### src/scf_pkg.sv
// scf_pkg: constants, state codes and crc step for the stack frame block
// assumes: byte-wide receive and transmit streams, one system clock
package scf_pkg;

  // ----------------------------------------------------------------
  // widths and sizes
  // ----------------------------------------------------------------
  localparam int BYTE_W     = 8;
  localparam int FIFO_DEPTH = 16;
  localparam int REG_NUM    = 16;
  localparam int PAY_MAX    = 8;

  // ----------------------------------------------------------------
  // register offsets and reset value
  // ----------------------------------------------------------------
  localparam logic [15:0] ADDR_CMD  = 16'h0002;
  localparam logic [3:0]  IDX_CMD   = 4'h2;
  localparam logic [3:0]  IDX_CHSEL = 4'h3;
  localparam logic [3:0]  IDX_AVG   = 4'h7;
  localparam logic [3:0]  IDX_NODE  = 4'ha;
  localparam logic [3:0]  IDX_GROUP = 4'hb;
  localparam logic [7:0]  REG_RESET = 8'h00;

  // ----------------------------------------------------------------
  // initialization byte fields
  // ----------------------------------------------------------------
  localparam int KIND_BIT   = 7;
  localparam int REQ_HI     = 6;
  localparam int REQ_LO     = 4;
  localparam int WIDE_BIT   = 3;
  localparam int LEN_HI     = 2;
  localparam logic [2:0] LEN_CODE_MAX  = 3'h7;
  localparam logic [3:0] LEN_MAX_BYTES = 4'h8;
  localparam logic [7:0] SKIP_EXTRA    = 8'h03;

  // request kinds, matched against field bits 2:1; field bit 0 set means no reply
  localparam logic [1:0] REQ_SINGLE = 2'h0;
  localparam logic [1:0] REQ_GROUP  = 2'h1;
  localparam logic [1:0] REQ_RSVD   = 2'h2;
  localparam logic [1:0] REQ_BCAST  = 2'h3;

  // ----------------------------------------------------------------
  // check value
  // ----------------------------------------------------------------
  localparam logic [15:0] CRC_INIT = 16'h0000;
  localparam logic [15:0] CRC_POLY = 16'ha001;

  typedef enum logic [3:0] {
    ST_IDLE    = 4'b0000,
    ST_TARGET  = 4'b0001,
    ST_ADDR_HI = 4'b0010,
    ST_ADDR_LO = 4'b0011,
    ST_DATA    = 4'b0100,
    ST_CRC_LO  = 4'b0101,
    ST_CRC_HI  = 4'b0110,
    ST_EXEC    = 4'b0111,
    ST_REPLY   = 4'b1000,
    ST_SKIP    = 4'b1001
  } scf_state_t;

  // one byte, least significant bit first, reflected polynomial
  function automatic logic [15:0] scf_crc_byte(input logic [15:0] c,
                                               input logic [7:0]  d);
    logic [15:0] r;
    logic        b;
    r = c;
    b = 1'b0;
    for (int i = 0; i < 8; i++) begin
      b = r[0] ^ d[i];
      r = {1'b0, r[15:1]};
      if (b) begin
        r = r ^ CRC_POLY;
      end
    end
    return r;
  endfunction : scf_crc_byte

endpackage : scf_pkg

### src/scf_framer.sv
// scf_framer: command frame receiver, register file and reply framer
// assumes: rx bytes arrive already deserialised, synchronous to clk_sys;
// the serial line layer detects the break and pulses comm_clear
`timescale 1ns/1ps
`default_nettype none

// ------------------------------------------------------------------
// shift-register fifo, head always in entry zero
// ------------------------------------------------------------------
module scf_fifo
  import scf_pkg::*;
#(
  parameter int W = BYTE_W,
  parameter int D = FIFO_DEPTH
) (
  // clock and reset
  input  wire logic         clk_sys,
  input  wire logic         reset_n,
  input  wire logic         ce,
  // fill side
  input  wire logic         in_valid,
  input  wire logic [W-1:0] in_data,
  output var  logic         in_ready,
  // drain side
  output var  logic         out_valid,
  output var  logic [W-1:0] out_data,
  input  wire logic         out_ready
);
  localparam int CW = $clog2(D + 1);
  typedef struct packed {
    logic [D-1:0][W-1:0] mem;
    logic [CW-1:0]       cnt;
    logic                nempty;
    logic                nfull;
  } scf_fifo_t;

  scf_fifo_t s;
  scf_fifo_t next_s;
  logic      push;
  logic      pop;
  logic [CW-1:0] wi;

  always_comb begin
    next_s = s;
    push   = in_valid && s.nfull;
    pop    = out_ready && s.nempty;
    wi     = s.cnt - CW'(pop);
    if (pop) begin
      for (int i = 0; i < D - 1; i++) begin
        next_s.mem[i] = s.mem[i + 1];
      end
    end
    if (push) begin
      next_s.mem[wi] = in_data;
    end
    next_s.cnt    = s.cnt + CW'(push) - CW'(pop);
    next_s.nempty = next_s.cnt != '0;
    next_s.nfull  = next_s.cnt != CW'(D);
  end

  // registered flags keep both ready and valid glitch free
  always_ff @(posedge clk_sys or negedge reset_n) begin
    if (!reset_n) begin
      s       <= '0;
      s.nfull <= 1'b1;
    end else if (ce) begin
      s <= next_s;
    end
  end

  assign in_ready  = s.nfull;
  assign out_valid = s.nempty;
  assign out_data  = s.mem[0];
endmodule : scf_fifo

// ------------------------------------------------------------------
// framer top
// ------------------------------------------------------------------
module scf_framer
  import scf_pkg::*;
(
  // clock and reset
  input  wire logic        clk_sys,
  input  wire logic        reset_n,
  input  wire logic        ce,
  // receive byte stream
  input  wire logic        rx_valid,
  input  wire logic [7:0]  rx_data,
  output var  logic        rx_ready,
  input  wire logic        comm_clear,
  // transmit byte stream
  output var  logic        tx_valid,
  output var  logic [7:0]  tx_data,
  input  wire logic        tx_ready,
  // command and configuration
  output var  logic        cmd_strobe,
  output var  logic [7:0]  command_trigger,
  output var  logic [7:0]  cmd_top_addr,
  output var  logic [31:0] channel_select,
  output var  logic [7:0]  sample_averaging,
  output var  logic [7:0]  node_address,
  output var  logic [7:0]  group_identifier,
  output var  logic        crc_error
);
  typedef struct packed {
    scf_state_t                    st;
    logic [REG_NUM-1:0][7:0]       regs;
    logic [PAY_MAX-1:0][7:0]       pay;
    logic [2:0]                    kind;
    logic                          wide;
    logic [3:0]                    plen;
    logic [3:0]                    idx;
    logic [7:0]                    target;
    logic [15:0]                   addr;
    logic [15:0]                   crc;
    logic [15:0]                   tcrc;
    logic [4:0]                    rlen;
    logic [4:0]                    ridx;
    logic [7:0]                    skip;
    logic                          rx_ready;
    logic                          cmd_strobe;
    logic [7:0]                    cmd_top;
    logic                          crc_error;
  } scf_top_t;

  scf_top_t    s;
  scf_top_t    next_s;
  logic        acc;
  logic        push;
  logic [7:0]  push_data;
  logic        fifo_ready;
  logic        match;
  logic [15:0] fin;
  logic [15:0] wa;
  logic [15:0] ra;
  logic [4:0]  want;

  // ----------------------------------------------------------------
  // frame parser and executor
  // ----------------------------------------------------------------
  always_comb begin
    next_s            = s;
    next_s.cmd_strobe = 1'b0;
    next_s.crc_error  = 1'b0;
    acc       = rx_valid && s.rx_ready;
    push      = 1'b0;
    push_data = 8'h00;
    match     = 1'b0;
    fin       = scf_crc_byte(s.crc, rx_data);
    wa        = 16'h0000;
    ra        = s.addr + {11'h000, s.ridx} - 16'h0001;
    want      = 5'h00;
    if (comm_clear) begin
      next_s.st = ST_IDLE;
    end else begin
      unique case (s.st)
        ST_IDLE: if (acc) begin
          next_s.crc    = scf_crc_byte(CRC_INIT, rx_data);
          next_s.kind   = rx_data[REQ_HI:REQ_LO];
          next_s.wide   = rx_data[WIDE_BIT];
          next_s.addr   = 16'h0000;
          next_s.target = 8'h00;
          next_s.idx    = 4'h0;
          next_s.plen   = (rx_data[LEN_HI:0] == LEN_CODE_MAX) ?
                          LEN_MAX_BYTES : {1'b0, rx_data[LEN_HI:0]};
          if (!rx_data[KIND_BIT]) begin
            // a reply from below: pass over it by its own length
            next_s.skip = {1'b0, rx_data[6:0]} + SKIP_EXTRA;
            next_s.st   = ST_SKIP;
          end else if (rx_data[REQ_HI:REQ_HI-1] == REQ_BCAST) begin
            next_s.st = rx_data[WIDE_BIT] ? ST_ADDR_HI : ST_ADDR_LO;
          end else begin
            next_s.st = ST_TARGET;
          end
        end
        ST_SKIP: if (acc) begin
          next_s.skip = s.skip - 8'h01;
          if (s.skip == 8'h01) begin
            next_s.st = ST_IDLE;
          end
        end
        ST_TARGET: if (acc) begin
          next_s.crc    = fin;
          next_s.target = rx_data;
          next_s.st     = s.wide ? ST_ADDR_HI : ST_ADDR_LO;
        end
        ST_ADDR_HI: if (acc) begin
          next_s.crc        = fin;
          next_s.addr[15:8] = rx_data;
          next_s.st         = ST_ADDR_LO;
        end
        ST_ADDR_LO: if (acc) begin
          next_s.crc       = fin;
          next_s.addr[7:0] = rx_data;
          next_s.st        = (s.plen == 4'h0) ? ST_CRC_LO : ST_DATA;
        end
        ST_DATA: if (acc) begin
          next_s.crc          = fin;
          next_s.pay[s.idx[2:0]] = rx_data;
          next_s.idx          = s.idx + 4'h1;
          if (s.idx == s.plen - 4'h1) begin
            next_s.st = ST_CRC_LO;
          end
        end
        ST_CRC_LO: if (acc) begin
          next_s.crc = fin;
          next_s.st  = ST_CRC_HI;
        end
        ST_CRC_HI: if (acc) begin
          // zero remainder over frame and trailer means a good frame
          if (fin != 16'h0000) begin
            next_s.crc_error = 1'b1;
            next_s.st        = ST_IDLE;
          end else begin
            next_s.st = ST_EXEC;
          end
        end
        ST_EXEC: begin
          next_s.st = ST_IDLE;
          unique case (s.kind[2:1])
            REQ_SINGLE: match = s.target == s.regs[IDX_NODE];
            REQ_GROUP:  match = s.target == s.regs[IDX_GROUP];
            REQ_BCAST:  match = 1'b1;
            REQ_RSVD:   match = 1'b0;
          endcase
          if (match && s.addr == ADDR_CMD) begin
            if (s.plen != 4'h0) begin
              next_s.regs[IDX_CMD] = s.pay[0];
              next_s.cmd_top       = (s.plen > 4'h1) ? s.pay[1] : 8'h00;
              next_s.cmd_strobe    = 1'b1;
              for (int i = 2; i < 7; i++) begin
                if (4'(i) < s.plen) begin
                  next_s.regs[i + 1] = s.pay[i];
                end
              end
            end
          end else if (match && s.kind[0]) begin
            for (int i = 0; i < PAY_MAX; i++) begin
              wa = s.addr + 16'(i);
              if (4'(i) < s.plen && wa < 16'(REG_NUM)) begin
                next_s.regs[wa[3:0]] = s.pay[i];
              end
            end
          end else if (match) begin
            // reply length from first payload byte, capped at the file
            want = (s.plen == 4'h0) ? 5'h01 :
                   (s.pay[0] >= 8'(REG_NUM)) ? 5'(REG_NUM) :
                   5'(s.pay[0]) + 5'h01;
            next_s.rlen = want;
            next_s.ridx = 5'h00;
            next_s.tcrc = CRC_INIT;
            next_s.st   = ST_REPLY;
          end
        end
        ST_REPLY: if (fifo_ready) begin
          push = 1'b1;
          if (s.ridx == 5'h00) begin
            push_data = {1'b0, 2'b00, s.rlen - 5'h01};
          end else if (s.ridx <= s.rlen) begin
            push_data = (ra < 16'(REG_NUM)) ? s.regs[ra[3:0]] : 8'h00;
          end else if (s.ridx == s.rlen + 5'h01) begin
            push_data = s.tcrc[7:0];
          end else begin
            push_data = s.tcrc[15:8];
            next_s.st = ST_IDLE;
          end
          if (s.ridx <= s.rlen) begin
            next_s.tcrc = scf_crc_byte(s.tcrc, push_data);
          end
          next_s.ridx = s.ridx + 5'h01;
        end
        default: next_s.st = ST_IDLE;
      endcase
    end
    // no bytes taken while acting on a frame or sending a reply
    next_s.rx_ready = next_s.st != ST_EXEC && next_s.st != ST_REPLY;
  end

  always_ff @(posedge clk_sys or negedge reset_n) begin
    if (!reset_n) begin
      s    <= '0;
      s.st <= ST_IDLE;
    end else if (ce) begin
      s <= next_s;
    end
  end

  // ----------------------------------------------------------------
  // transmit buffer; a stalled drain holds the reply state
  // ----------------------------------------------------------------
  scf_fifo #(
    .W (BYTE_W),
    .D (FIFO_DEPTH)
  ) u_txq (
    .clk_sys   (clk_sys),
    .reset_n   (reset_n),
    .ce        (ce),
    .in_valid  (push),
    .in_data   (push_data),
    .in_ready  (fifo_ready),
    .out_valid (tx_valid),
    .out_data  (tx_data),
    .out_ready (tx_ready)
  );

  assign rx_ready         = s.rx_ready;
  assign cmd_strobe       = s.cmd_strobe;
  assign command_trigger  = s.regs[IDX_CMD];
  assign cmd_top_addr     = s.cmd_top;
  assign channel_select   = {s.regs[IDX_CHSEL], s.regs[IDX_CHSEL + 4'h1],
                             s.regs[IDX_CHSEL + 4'h2],
                             s.regs[IDX_CHSEL + 4'h3]};
  assign sample_averaging = s.regs[IDX_AVG];
  assign node_address     = s.regs[IDX_NODE];
  assign group_identifier = s.regs[IDX_GROUP];
  assign crc_error        = s.crc_error;
endmodule : scf_framer

`default_nettype wire

### config.mk
export PLATFORM = sky130hd
export DESIGN_NAME = scf_framer
export DESIGN_NICKNAME = d
export VERILOG_FILES = /design/src/scf_pkg.sv /design/src/scf_framer.sv
export SDC_FILE = /design/constraint.sdc
export NUM_CORES = 2
export LEC_CHECK = 0
export ABC_CLOCK_PERIOD_IN_PS = 7000
export BUFFER_PORTS_ARGS = -buffer_cell sky130_fd_sc_hd__buf_4
export CELL_PAD_IN_SITES_DETAIL_PLACEMENT = 0
export CELL_PAD_IN_SITES_GLOBAL_PLACEMENT = 2
export CORE_ASPECT_RATIO = 1.5
export CORE_MARGIN = 3
export CORE_UTILIZATION = 42
export CTS_BUF_LIST = sky130_fd_sc_hd__clkbuf_8 sky130_fd_sc_hd__clkbuf_16
export DETAILED_ROUTE_END_ITERATION = 10
export PLACE_DENSITY_LB_ADDON = 0.15
export REMOVE_ABC_BUFFERS = 1
export SLEW_MARGIN = 30
export SYNTH_ARGS = -nofsm -noshare
export SYNTH_HDL_FRONTEND = slang
export SYNTH_SLANG_ARGS = --single-unit
### constraint.sdc
create_clock -name clk_sys -period 7 [get_ports clk_sys]
set_input_delay 1.05 -clock clk_sys [delete_from_list [all_inputs] [get_ports clk_sys]]
set_output_delay 1.05 -clock clk_sys [all_outputs]
set_load 0.02 [all_outputs]
After elaboration in Yosys (flattened, before gate mapping)

Index checks and enable logic that the tools add are counted.

Add/subtract/negate cells: 20
Magnitude comparators: 41
Equality and inequality tests: 42
Multiplexer cells: 225
Bitwise operators: 49
Reduce and logical (&&, ||, !) cells: 60

Operators by type and width:

| kind                  | count |
|---|---|
| $mux 128              | 37 |
| $mux 16               | 76 |
| $bwmux 128            | 9 |
| $demux 8 s4           | 9 |
| $mux 8                | 31 |
| $mux 120              | 2 |
| $lt 16x5->1 const B   | 9 |
| $mux 48               | 2 |
| $mux 4                | 20 |
| $mux 26               | 3 |
| $not 2->3             | 23 |
| $mux 68               | 1 |
| $add 16x3->16 const B | 4 |
| $bwmux 64             | 1 |
| $pmux 8 s2            | 4 |
| $pmux 16 s3           | 1 |
| $reduce_and 6->1      | 8 |
| $lt 4x5->1 const B    | 9 |
| $mux 44               | 1 |
| $pmux 4 s10           | 1 |
| $reduce_and 5->1      | 7 |
| $add 16x2->16 const B | 2 |
| $bmux 8 s4            | 1 |
| $ge 4x1->1 const B    | 8 |
| other kinds (66)      | 168 |

Bits in registers: 428
Output and inout port bits: 84
Word-level logic and storage cells: 497

Longest topological paths before layout

Word-level depth: 57
Mapped depth: 21
Gate-level depth less buffers: 19

Cells and area by module

A second synthesis with hierarchy kept.

Cell total of the unflattened synthesis: 4,280
Area, all modules: 34,430.5 um^2

By module, submodules not included:

| module     | times used | cells each | area an instance (um^2) | sequential area each (um^2) |
|---|---|---|---|---|
| scf_framer | 1          | 3,522      | 27,387.5                | 7,332.0 |
| scf_fifo   | 1          | 758        | 7,043.0                 | 3,379.5 |

Worst setup path before layout

No wires, ideal clock.

Path kind: register to register
Start: reg s[62] (netlist bit)
End: reg s[43] (netlist bit)
Setup time: 0.121 ns
Arrival: 4.595 ns
Required time: 6.879 ns
Path slack: 2.285 ns
Stages on the path, launching flop included: 21
Period minus slack after synthesis: 4.715 ns
Cell sequence: dfrtp_1 -> buf_2 -> inv_2 -> ha_1 -> inv_1 -> ha_1 -> inv_1 -> fa_1 -> nand2b_1 -> a21oi_2 -> o21ai_1 -> a2111oi_4 -> o2111ai_2 -> nor4_4 -> a31oi_1 -> a21oi_4 -> xnor2_2 -> xnor3_2 -> xnor2_4 -> xnor2_1 -> a22o_1

Longest elaborated chain between the ends: 56
Elaborated cells on any way between the ends: 61
Classes of those cells: add/sub (2); order compare (1); eq/ne (2); mux (47); bitwise (7); reduce/logical (2)

RTL lines:

| element                                                | RTL line          | source |
|---|---|---|
| from (decl)                                            | scf_framer.sv:126 | `scf_top_t s;` |
| from (signal assigned)                                 | scf_framer.sv:284 | `s <= next_s;` |
| branches (longest 56 deep; another with $add 16x5->16) | --                |  |

Several ways; the timed one is not identified. The select of a mux whose other input is x is not followed.
A chain may end at the register's enable or synchronous reset.

Worst setup path in the final report

Start: reg s[63] (netlist bit)
End: reg s, in the netlist channel_select[13]

Longest elaborated chain between the ends: 50
Elaborated cells on any way between the ends: 115
Classes of those cells: add/sub (7); order compare (24); eq/ne (3); mux (62); reduce/logical (19)

RTL lines:

| element |
|---|
| branches (longest 50 deep; another with $add 16x1->16) |

Several ways; the timed one is not identified. The select of a mux whose other input is x is not followed.

==> results.py <==
metrics = {
    "global_route": {
        "grt-ovfl-total": 0,
        "antenna_found_initial": 16,
        "grt_util_all_layers_pct": 40.6,
        "first_global_vias": 35000,
        "grt_max_degree": 156,
        "grt_first_pass_wirelength_mm": 255,
    },
    "clock_tree": {
        "ctsLongestPathBuffers": 3,
        "numCtsBuffers": 48,
        "ctsHoldBuffers": 0,
        "clock_latency_ps": 660,
        "post-cts-setup-buffers": 0,
        "cts.sinks": 428,
        "htree_levels": 2,
        "path_clk_slew_ps": 70,
        "cts_resized": 0,
        "clock-root-buffer": "clkbuf_16",
        "cts_tree": "built",
    },
    "outcome": {
        "status": "complete, no violations",
    },
    "setup_path": {
        "endpoint": "channel_select[13]$_DFFE_PN0P_",
        "r2r_start": "s[63]$_DFFE_PN0P_",
        "crit_chain": "inv_2 > ha_1 > a21boi_1 > nor2_1 > nand2_1 > xnor2_1 > nand4_1 > or3_1 > nor3_1 > buf_4 > nand2b_1 > nor2_1 > or3_1 > o31ai_1",
        "path_max_fanout": 13,
        "crit_path_max_incr_delay_ps": 1000,
        "arrival_ps": 6190,
        "cp.required_ps": 7500,
        "r2r-end": "channel_select[13]$_DFFE_PN0P_",
        "regToRegSetupSlack_ps": 1310,
        "path_class": "flop to flop",
        "r2r_cells": 14,
        "cp-start-kind": "flop",
        "cp-end-kind": "flop",
        "startpoint": "s[63]$_DFFE_PN0P_",
        "critPathSlowestCell": "nor2_1",
    },
    "routing": {
        "wl_per_cell_um": 33.7,
        "drc": 0,
        "dr_wl_met3_mm": 18.2,
        "vias": 36100,
        "first_pass_iters": 7,
        "routed_wl_mm": 180,
        "ant_nets": 0,
        "routed.top_layer": "met5",
        "wl_met1_mm": 64.4,
        "wl_met2_mm": 80.4,
        "vias_per_cell": 6.77,
        "drt_iter0_markers": 4407,
    },
    "yosys": {
        "synth_compound_area_share_pct": 24.2,
        "ys_ff_latch": 428,
        "synth_top_cell_by_area": "dfrtp_1",
        "ys.flop_type": "dfrtp_1",
        "synth_xor_area_share_pct": 3.60,
        "synth-edff-count": 0,
        "yosysWarnings": 0,
        "yosysTopAreaCellShare_pct": 30.6,
        "syn-cell-area_um2": 34900,
        "synth-seq-area-share_pct": 30.7,
        "avgSynthCellArea_um2": 7.94,
        "yosys-top-cells-area": "dfrtp_1 31%, mux2i_1 6.6%, a21oi_1 6.1%, nand2_1 5.7%, nor2_1 5.5%",
        "synth_fa_ha_area_share_pct": 2.77,
        "synth_top_family_by_area": "compound AO/OA/AOI/OAI gates",
        "synth.mux.area_fraction_pct": 13.4,
        "ys_async_sr_fraction_pct": 100,
        "synthDistinctLibCells": 101,
        "synthSimpleGateAreaFrac_pct": 18.6,
        "syn_inst": 4392,
    },
    "hold_path": {
        "hold_path.class": "input port to asynchronous set/reset pin",
    },
    "placed_design": {
        "post-place-ws_ps": 1410,
        "dpl_cell_area_um2": 36100,
        "dp_hpwl_mm": 122,
        "gp_congestion": 1.08,
        "port_buffers": 97,
    },
    "sta": {
        "worst_clock_skew_ps": 34.5,
        "maxSlewViolCount": 0,
        "finalSetupTns_ps": 0,
        "fin_ws_ps": 1310,
        "finalCritPeriodShare_pct": 81.3,
        "hold_slack_ps": 304,
        "fmax_mhz": 176,
        "rsz0062_at_grt": "false",
        "fin_crit_ps": 5690,
        "worst_pin_slew_ps": 1190,
        "slew-limit-headroom_pct": 20.7,
        "hold_viol_final": 0,
        "setup_viol": 0,
    },
    "layout": {
        "final_nets": 4327,
        "layout-drive-gt1-share_pct": 13.4,
        "area_growth_pct": 8.80,
        "stdcell_area_um2": 37900,
    },
    "power_and_ir_drop": {
        "vdd_ir_drop_max_mv": 0.274,
        "power_leakage_uw": 0.0161,
        "powerDensity_nw_per_um2": 286,
    },
    "floorplanning": {
        "fp.dieW_um": 241,
        "die_area_um2": 86600,
        "fp.dieH_um": 359,
        "core_area_um2": 81700,
        "num_rows": 128,
        "boundaryPins": 98,
        "initial_core_util_pct": 42.7,
    },
    "run": {
        "max-cap-violations": 0,
    },
}
## per-stage QoR
| step | cells | power, uW | utilization [%] |
|---|---|---|---|
| 2_1_floorplan | 3947 | 6140 | - |
| 3_3_place_gp | 5223 | 7850 | 44.1 |
| 3_5_place_dp | 5224 | 7880 | 44.1 |
| 4_1_cts | 5314 | 10700 | 46.3 |
| 5_1_grt | 5318 | 11300 | 46.4 |
| 6_report | 5326 | 10800 | 46.4 |
## sequential cells by signal (all words and copies together), names as in the netlist
register	flops
node_address	8
command_trigger	8
u_txq.in_ready	1
s	218
cmd_strobe	1
group_identifier	8
u_txq.out_valid	1
channel_select	32
sample_averaging	8
u_txq.s	125
rx_ready	1
cmd_top_addr	8
u_txq.out_data	8
crc_error	1
## layout by cell type (no fill, tap or decap), drive strengths merged, types with 90 or more instances in the layout
cell / netlist / routed
dfrtp: 427 / 427
nand2: 529 / 529
buf: 139 / 240
mux2: 130 / 130
a21oi: 426 / 426
nand3: 119 / 119
o22ai: 167 / 167
mux2i: 231 / 231
xnor2: 90 / 90
o21ai: 342 / 342
nor2: 517 / 517
## worst min path at each step
stage	endpoint	depth (start not counted)
floorplan	s[233]$_DFFE_PN0P_	2
global placement	cmd_top_addr[4]$_DFFE_PN0P_	2
detailed placement	cmd_top_addr[6]$_DFFE_PN0P_	2
CTS	cmd_top_addr[6]$_DFFE_PN0P_	2
global route	u_txq.out_data[1]$_DFFE_PN0P_	1
finish	u_txq.out_data[1]$_DFFE_PN0P_	1
## routing by layer
layer,up-vias,GRT usage (%)
met1,17400,47.5
met4,10,29.1
met3,843,11.7
met2,2256,63.1
li1,15600,-
met5,-,0.114
## report_power, final
part           leakage (uW)  switching [uW]  internal, uW  total, uW
Clock              0.000864            1230          1610       2850
Sequential          0.00539             452          2940       3390
Combinational       0.00989            3020          1580       4590
Total                0.0161            4700          6130      10800
## final cells by class
cell class	count	area, um^2
sequential	428	10700
antenna	9	22.5
inverter	81	304
fill	8292	43700
multi-input combinational	3438	22000
clock inverter	28	318
tap	1040	1300
timing repair buffer	240	1880
clock buffer	62	1410
## cells in the mapped netlist (all sizes together) (90+ instances only)
cell type,number
a21oi,426
buf,139
clkbuf,306
dfrtp,427
mux2,130
mux2i,231
nand2,529
nand3,119
nor2,517
o21ai,342
o22ai,167
xnor2,90
## cells by family (layout without fill, tap and decap cells)
group / after synthesis / in the layout
multiplexers: 401 / 401
other: 0 / 9
AO/OA/AOI/OAI: 1364 / 1364
XOR/XNOR: 127 / 127
flip-flops: 428 / 428
adder cells (fa/ha/maj): 76 / 76
buffers and inverters: 526 / 411
AND/OR/NAND/NOR: 1470 / 1470
## critical path, delay by kind of cell, from the launching register on
| kind | cells | cell delay (ps) |
|---|---|---|
| buffers and inverters | 2 | 500 |
| DFF | 1 | 380 |
| adders and majority gates | 1 | 570 |
| xor gates and xnor gates | 1 | 130 |
| and+or+nand+nor | 8 | 3330 |
| AOI/OAI and AO/OA | 2 | 640 |
(Power assumes the default switching activity.)
